[src/verilog/sdr_cfg.svh]
// constants for the safe direction reversal block
`ifndef SDR_CFG_SVH
`define SDR_CFG_SVH
`define SDR_CLOCK_NS       25
`define SDR_MIN_DELAY_NS   500
`define SDR_MAX_DELAY_NS   50000
`define SDR_DEAD_TIME_NS   25000
`define SDR_DEAD_CYCLES    ((`SDR_DEAD_TIME_NS + `SDR_CLOCK_NS - 1) / `SDR_CLOCK_NS)
`define SDR_TACH_CYCLES    4
`define SDR_SHIFT_DEPTH    2
`endif

[src/verilog/sdr_pkg.sv]
// types for the safe direction reversal block
package sdr_pkg;
    typedef logic [2:0] sdr_phase_t;   // one bit per motor phase
    typedef logic [2:0] sdr_hall_t;    // shaft position word c,b,a
endpackage
[src/verilog/sdr_core.sv]
// direction latch, shift register, drive inhibit and tach pulse
// What this block does
// - decode shaft position and direction to drives
// - latch direction then shift two bits
// - latch transparent while speed is low
// - drives off while latch input differs
// - drives off while shift register differs
// - shift register advances on oscillator ticks only
// - reversal delay between 0.5 and 50 us
// - about 25 us dead time is adequate
// - each direction toggle pulses tach output
// - comparator trip chops rest of cycle
`timescale 1ns/100ps
`include "sdr_cfg.svh"
module sdr_core
    import sdr_pkg::*;
(
    input  wire logic       clock,
    input  wire logic       rst,
    input  wire logic       direction_req,
    input  wire logic       speed_low,
    input  wire logic       osc_tick,
    input  wire logic       pwm_trip,
    input  wire logic       shaft_position_a,
    input  wire logic       shaft_position_b,
    input  wire logic       shaft_position_c,
    output sdr_phase_t      high_side_drive,
    output sdr_phase_t      low_side_drive,
    output logic            drive_inhibit,
    output logic            tach_pulse
);
    // two-stage synchronisers for every pin input
    logic [6:0] sync1_q;                 // first stage, read only by second
    logic [6:0] sync2_q;                 // second stage, safe to use
    logic [6:0] pins_w;                  // raw pin bundle
    assign pins_w = {pwm_trip, osc_tick, speed_low, direction_req,
                     shaft_position_c, shaft_position_b, shaft_position_a};
    always_ff @(posedge clock)
    begin
        if (rst)
        begin
            sync1_q <= 7'h00;
            sync2_q <= 7'h00;
        end
        else
        begin
            sync1_q <= pins_w;
            sync2_q <= sync1_q;
        end
    end

    logic       dir_s;                   // synchronised direction request
    logic       slow_s;                  // synchronised low-speed flag
    logic       osc_s;                   // synchronised oscillator level
    logic       trip_s;                  // synchronised comparator trip
    sdr_hall_t  hall_s;                  // synchronised shaft position
    assign hall_s = sync2_q[2:0];
    assign dir_s  = sync2_q[3];
    assign slow_s = sync2_q[4];
    assign osc_s  = sync2_q[5];
    assign trip_s = sync2_q[6];

    // state: latch, two-bit shift, oscillator edge, pwm latch, tach timer
    logic       latch_q, latch_d;        // direction latch output
    logic [1:0] shift_q, shift_d;        // direction shift register
    logic       osc_q, osc_d;            // previous oscillator level
    logic       pwm_q, pwm_d;            // pwm enable latch
    logic       dir_prev_q, dir_prev_d;  // last request, for toggle detection
    logic [2:0] tach_q, tach_d;          // tach pulse stretch counter
    logic       latch_in;                // what the latch would pass now
    logic       osc_rise;                // one oscillator tick
    logic       toggle;                  // direction request changed

    // next-state logic
    always_comb
    begin
        osc_rise = osc_s & ~osc_q;
        toggle   = dir_s ^ dir_prev_q;
        osc_d    = osc_s;
        dir_prev_d = dir_s;
        latch_in = dir_s;
        // transparent at low speed, holds at speed so reversal waits for coast
        latch_d  = slow_s ? latch_in : latch_q;
        // only oscillator ticks shift, so a reversal takes two ticks at least
        shift_d  = osc_rise ? {shift_q[0], latch_q} : shift_q;
        // new cycle re-arms pwm; a trip chops the remainder of it
        if (trip_s)
            pwm_d = 1'b0;
        else if (osc_rise)
            pwm_d = 1'b1;
        else
            pwm_d = pwm_q;
        // stretch each toggle to a visible pulse, speed does not matter
        if (toggle)
            tach_d = 3'(`SDR_TACH_CYCLES);
        else if (tach_q != 3'h0)
            tach_d = tach_q - 3'h1;
        else
            tach_d = 3'h0;
    end

    // registers only
    always_ff @(posedge clock)
    begin
        if (rst)
        begin
            latch_q    <= 1'b0;
            shift_q    <= 2'h0;
            osc_q      <= 1'b0;
            pwm_q      <= 1'b0;
            dir_prev_q <= 1'b0;
            tach_q     <= 3'h0;
        end
        else
        begin
            latch_q    <= latch_d;
            shift_q    <= shift_d;
            osc_q      <= osc_d;
            pwm_q      <= pwm_d;
            dir_prev_q <= dir_prev_d;
            tach_q     <= tach_d;
        end
    end

    // inhibit while any stage disagrees; dead time comes from oscillator period
    logic inhibit_w;                     // combined inhibit condition
    assign inhibit_w = (latch_in != latch_q) | (latch_q != shift_q[0]) |
                       (shift_q[0] != shift_q[1]);

    sdr_phase_t hi_sel;                  // decoder high-side choice
    sdr_phase_t lo_sel;                  // decoder low-side choice
    sdr_decoder u_dec
    (
        .hall      (~inhibit_w),         // blank both sides while reversing
        .hall_word (hall_s),             // single-bit steps keep decode glitch-free
        .direction (shift_q[1]),
        .high_sel  (hi_sel),
        .low_sel   (lo_sel)
    );

    // next values of the registered outputs
    sdr_phase_t high_d;                  // next high-side drives
    sdr_phase_t low_d;                   // next low-side drives
    logic       tach_on;                 // tach stretch still running
    always_comb
    begin
        // trip gates the high side only, so winding current recirculates low
        high_d  = hi_sel & {3{pwm_q}};
        low_d   = lo_sel;
        tach_on = (tach_q != 3'h0);
    end

    // output flops so drives never glitch
    always_ff @(posedge clock)
    begin
        if (rst)
        begin
            high_side_drive <= 3'h0;
            low_side_drive  <= 3'h0;
            drive_inhibit   <= 1'b1;
            tach_pulse      <= 1'b0;
        end
        else
        begin
            high_side_drive <= high_d;
            low_side_drive  <= low_d;
            drive_inhibit   <= inhibit_w;
            tach_pulse      <= tach_on;
        end
    end

    // checks
    // any disagreement blanks both sides on the next edge
    property p_inhibit_off;
        @(posedge clock) disable iff (rst)
        inhibit_w |=> (high_side_drive == 3'h0 && low_side_drive == 3'h0);
    endproperty
    a_inhibit_off: assert property (p_inhibit_off)
        else $error("drives on during inhibit");

    // a half-shifted direction must show as inhibit
    property p_shift_inhibit;
        @(posedge clock) disable iff (rst)
        (shift_q[0] != shift_q[1]) |=> drive_inhibit;
    endproperty
    a_shift_inhibit: assert property (p_shift_inhibit)
        else $error("shift mismatch not inhibited");

    // at speed the latch ignores the request
    property p_latch_hold;
        @(posedge clock) disable iff (rst)
        !slow_s |=> $stable(latch_q);
    endproperty
    a_latch_hold: assert property (p_latch_hold)
        else $error("latch moved at speed");

    // at low speed the latch follows the request
    property p_latch_pass;
        @(posedge clock) disable iff (rst)
        slow_s |=> latch_q == $past(dir_s);
    endproperty
    a_latch_pass: assert property (p_latch_pass)
        else $error("latch not transparent");

    // no oscillator tick, no shift
    property p_shift_idle;
        @(posedge clock) disable iff (rst)
        !osc_rise |=> $stable(shift_q);
    endproperty
    a_shift_idle: assert property (p_shift_idle)
        else $error("shift without tick");

    // a tick loads the latch output into the first stage
    property p_shift_load;
        @(posedge clock) disable iff (rst)
        osc_rise |=> shift_q[0] == $past(latch_q);
    endproperty
    a_shift_load: assert property (p_shift_load)
        else $error("shift lost value");

    // a tick moves the first stage into the second
    property p_shift_next;
        @(posedge clock) disable iff (rst)
        osc_rise |=> shift_q[1] == $past(shift_q[0]);
    endproperty
    a_shift_next: assert property (p_shift_next)
        else $error("second stage lost value");

    // a toggle shows on the tach output two edges on
    property p_tach_start;
        @(posedge clock) disable iff (rst)
        toggle |=> ##1 tach_pulse;
    endproperty
    a_tach_start: assert property (p_tach_start)
        else $error("no tach pulse");

    // each pulse is long enough to be seen outside
    property p_tach_len;
        @(posedge clock) disable iff (rst)
        $rose(tach_pulse) |-> tach_pulse [*4];
    endproperty
    a_tach_len: assert property (p_tach_len)
        else $error("tach pulse too short");

    // a trip clears the pwm latch and then the high side
    property p_trip_chop;
        @(posedge clock) disable iff (rst)
        trip_s |=> !pwm_q ##1 (high_side_drive == 3'h0);
    endproperty
    a_trip_chop: assert property (p_trip_chop)
        else $error("trip did not chop");

    // never both switches of one leg at once
    property p_no_overlap;
        @(posedge clock) disable iff (rst)
        (high_side_drive & low_side_drive) == 3'h0;
    endproperty
    a_no_overlap: assert property (p_no_overlap)
        else $error("cross conduction on a leg");
endmodule

[src/verilog/sdr_decoder.sv]
// commutation decoder from shaft position and direction to phase drives
`timescale 1ns/100ps
module sdr_decoder
    import sdr_pkg::*;
(
    input  wire logic       hall,        // drive enable, low blanks both sides
    input  wire logic [2:0] hall_word,
    input  wire logic       direction,
    output sdr_phase_t      high_sel,
    output sdr_phase_t      low_sel
);
    // table for forward rotation; reverse swaps high and low selections
    always_comb
    begin
        sdr_phase_t hi;
        sdr_phase_t lo;
        hi = 3'h0;
        lo = 3'h0;
        case (hall_word)
            3'h1:
            begin
                hi = 3'h1;
                lo = 3'h2;
            end
            3'h3:
            begin
                hi = 3'h1;
                lo = 3'h4;
            end
            3'h2:
            begin
                hi = 3'h2;
                lo = 3'h4;
            end
            3'h6:
            begin
                hi = 3'h2;
                lo = 3'h1;
            end
            3'h4:
            begin
                hi = 3'h4;
                lo = 3'h1;
            end
            3'h5:
            begin
                hi = 3'h4;
                lo = 3'h2;
            end
            default:
            begin
                // illegal codes drive nothing, a broken sensor cannot short a leg
                hi = 3'h0;
                lo = 3'h0;
            end
        endcase
        high_sel = (direction ? lo : hi) & {3{hall}};
        low_sel  = (direction ? hi : lo) & {3{hall}};
    end
endmodule

[config.mk]
export PLATFORM = sky130hd
export DESIGN_NAME = sdr_core
export DESIGN_NICKNAME = d
export VERILOG_FILES = /design/src/verilog/sdr_pkg.sv /design/src/verilog/sdr_core.sv /design/src/verilog/sdr_decoder.sv
export VERILOG_INCLUDE_DIRS = /design/src /design/src/verilog
export SDC_FILE = /design/constraint.sdc
export NUM_CORES = 1
export LEC_CHECK = 0
export BUFFER_PORTS_ARGS = -buffer_cell sky130_fd_sc_hd__buf_2
export CAP_MARGIN = 5
export CORE_MARGIN = 1.5
export CORE_UTILIZATION = 39
export DETAILED_ROUTE_END_ITERATION = 16
export GPL_TIMING_DRIVEN = 0
export PLACE_DENSITY_LB_ADDON = 0.25
export SLEW_MARGIN = 25
export SYNTH_ARGS = -nofsm -noshare
export SYNTH_HDL_FRONTEND = slang
export SYNTH_SLANG_ARGS = --single-unit
[constraint.sdc]
create_clock -name clock -period 4.29 [get_ports clock]
set_clock_uncertainty 0.15 [all_clocks]
set_input_delay 0.2145 -clock clock [delete_from_list [all_inputs] [get_ports clock]]
set_output_delay 0.2145 -clock clock [all_outputs]
set_load 0.005 [all_outputs]
==> flow_metrics.env <==
export IMPL_dpl_cell_area_um2=1170
export IMPL_finish_utilization_pct=53.8
export IMPL_grt_overflow=0
export IMPL_fmax_ghz=0.672
export IMPL_port_buffer_count=16
export IMPL_path_max_fanout=10
export IMPL_reg2reg_depth=4
export IMPL_avgSynthCellArea_um2=10.9
export IMPL_ios=17
export IMPL_rsz0062_at_grt="no"
export IMPL_p_switching_w=0.000117
export IMPL_routed_wl_um=1490
export IMPL_pwr_share_comb_pct=6.3
export IMPL_cts_buffers_inserted=5
export IMPL_dieArea_um2=3030
export IMPL_detailedRoute_firstIterationViolations=5
export IMPL_fin_setup_tns_ns=0
export IMPL_netlist_instances=97
export IMPL_clk_latency_ns=0.33
export IMPL_tightest_slew_ns=0.449
export IMPL_wl_per_cell_um=9.34
export IMPL_clockBufferDepth=2
export IMPL_cts_root_buf="clkbuf_4"
export IMPL_arrival_ns=1.60
export IMPL_grt_pass1_wl_um=2530
export IMPL_dpl_cell_count=143
export IMPL_switching_share_pct=18.8
export IMPL_die_h_um=55.1
export IMPL_synth_edff_count=0
export IMPL_period_share_pct=34.7
export IMPL_max_stage_delay_ns=0.41
export IMPL_drcViolationCount=0
export IMPL_start_util_pct=41.9
export IMPL_end_kind="flop"
export IMPL_routabilityCongestion=0.753
export IMPL_netlist_area_um2=1060
export IMPL_netlist_top_cells_area="dfxtp_1 (59%), nor2b_1 (10%), nor2_1 (4.3%)"
export IMPL_holdPathStages=1
export IMPL_p_seq_share_pct=49.2
export IMPL_setup_viol=0
export IMPL_final_area_um2=1360
export IMPL_slew_headroom_pct=70.1
export IMPL_synth_top_cell_area_share_pct=58.7
export IMPL_diodes=0
export IMPL_syn_to_final_growth_pct=28.3
export IMPL_cts_setup_buffers=0
export IMPL_clk_pin_slew_ns=0.09
export IMPL_die_w_um=55.1
export IMPL_hp_class="reg -> reg"
export IMPL_final_cells=159
export IMPL_post_drt_via_cell_ratio=4.41
export IMPL_hold_viol=0
export IMPL_synth_ff_latch_count=31
export IMPL_ys_flop_type="dfxtp_1"
export IMPL_syn_nets=109
export IMPL_grt_start_max_net_pins=11
export IMPL_maxCapViolCount=0
export IMPL_synth_top_area_cell="dfxtp_1"
export IMPL_crit_type="reg -> reg"
export IMPL_cp_cell_sequence="clkbuf_1 > nand4_1 > a21o_4 > nor2_1"
export IMPL_met3_usage_pct=8.06
export IMPL_slowest_stage="dfxtp_1"
export IMPL_grt_use_total_pct=12.8
export IMPL_grt_pass1_vias=582
export IMPL_synth_most_common_cell="dfxtp_1"
export IMPL_p_leak_nw=0.585
export IMPL_final_nets=140
export IMPL_coreArea_um2=2520
export IMPL_grt_use_met1_pct=14.6
export IMPL_antenna_found_initial=0
export IMPL_busiest_layer="met2"
export IMPL_worst_setup_path_start_kind="flop"
export IMPL_vdd_drop_max_mv=0.358
export IMPL_drt_first_pass_iters=4
export IMPL_cts_tree="done"
export IMPL_synth_warning_count=0
export IMPL_async_flop_share_pct=0
export IMPL_p_clk_share_pct=44.5
export IMPL_status="completed"
export IMPL_hpwl_um=961
export IMPL_drive_gt1_share_pct=24.0
export IMPL_cp_required_ns=4.40
export IMPL_finalCriticalPeriod_ns=1.49
export IMPL_row_count=18
export IMPL_use_met2_pct=18.1
export IMPL_power_per_cell_area_nw_per_um2=458
export IMPL_clkSinkCount=31
export IMPL_htreeDepth=2
export IMPL_drtAntennaViolNets=0
export IMPL_yosysUniqueCellTypes=19
export IMPL_p_int_w=0.000505
export IMPL_ys_seq_area_share_pct=58.7
export IMPL_vias=701
export IMPL_ys_top_cells_by_count="dfxtp_1 (31), nor2b_1 (17), nor2_1 (12)"
export IMPL_finalMaxSlewViolations=0
==> flip-flops by register name, indices dropped and copies added, names as in the netlist <==
register / cells
drive_inhibit: 1
high_side_drive: 3
low_side_drive: 3
tach_pulse: 1
pwm_q: 1
shift_q: 2
sync1_q: 7
sync2_q: 7
osc_q: 1
tach_q: 3
dir_prev_q: 1
latch_q: 1
==> repair_timing <==
item                                   4_1_cts  5_1_grt
endpoints found under the hold margin        9        0
resized for setup                            0        0
hold buffers                                 8        0
==> routing by layer <==
metal,vias up,share of wire [%]
met3,6,6.8
met1,297,48
li1,378,-
met4,0,2.8
met2,20,42
met5,-,0
==> stage by stage <==
stage	hold slack, ns	worst slack [ns]	power [W]
2_1_floorplan	0.136	2.90	0.000335
3_3_place_gp	0.230	2.85	0.000345
3_5_place_dp	0.233	2.82	0.000347
4_1_cts	0.249	2.79	0.000632
5_1_grt	0.277	2.63	0.000655
6_report	0.246	2.80	0.000622
==> logic make-up (layout without fill, tap and decap cells) <==
family                     Yosys count  count (layout)  synth area share, %
xor gates and xnor gates             1               1                0.829
buffers and inverters                7              39                 2.48
adders and majority gates            3               3                 3.55
and+or+nand+nor                     45              45                 26.3
DFF                                 31              31                 58.7
AOI/OAI and AO/OA                    7               7                 5.33
muxes                                3               3                 2.84
==> final timing paths <==
check | to | slack (ns) | from
worst min register to register | pwm_q$_SDFFE_PP0P_ | 0.25 | sync2_q[6]$_SDFF_PP0_
worst max register to register | high_side_drive[0]$_SDFF_PP0_ | 2.80 | shift_q[1]$_SDFFE_PP0P_
worst min-delay path | pwm_q$_SDFFE_PP0P_ | 0.25 | sync2_q[6]$_SDFF_PP0_
worst max-delay path | high_side_drive[0]$_SDFF_PP0_ | 2.80 | shift_q[1]$_SDFFE_PP0P_
==> placed cells by master, fill, tap and decap left out, drive strengths merged, types with 2 or more instances in the layout <==
| master | Yosys | layout |
|---|---|---|
| a21oi | 3 | 3 |
| and3b | 3 | 3 |
| buf | 0 | 16 |
| bufinv | 0 | 2 |
| clkbuf | 3 | 9 |
| dfxtp | 31 | 31 |
| dlygate4sd3 | 0 | 8 |
| ha | 3 | 3 |
| inv | 4 | 4 |
| mux2i | 3 | 3 |
| nand3b | 3 | 3 |
| nor2 | 12 | 12 |
| nor2b | 17 | 17 |
| nor3b | 3 | 3 |
| o21ai | 3 | 3 |
| or3b | 3 | 3 |
==> worst max-delay path, delay by kind of cell, from the launching register on <==
kind                   cells  cell delay, ns
flip-flops                 1            0.41
buffers and inverters      1            0.33
AO/OA/AOI/OAI              1            0.27
AND/OR/NAND/NOR            2            0.26
==> power by group through the flow <==
stage	clock network, W	logic [W]	registers (W)
6_report	0.000277	0.0000390	0.000306
5_1_grt	0.000303	0.0000441	0.000308
4_1_cts	0.000286	0.0000396	0.000306
3_5_place_dp	0	0.0000338	0.000313
3_3_place_gp	0	0.0000328	0.000312
2_1_floorplan	0	0.0000229	0.000312
==> layout make-up <==
cell class | count | area, um2
clock inverters | 2 | 60.1
multi-input cells | 59 | 410
well taps | 30 | 37.5
fillers | 251 | 1170
inverters | 4 | 15.0
flip-flops and latches | 31 | 621
plain buffers | 3 | 11.3
repair buffers | 24 | 160
clock buffers | 6 | 41.3
No activity file was read; power rests on OpenSTA's default activity.
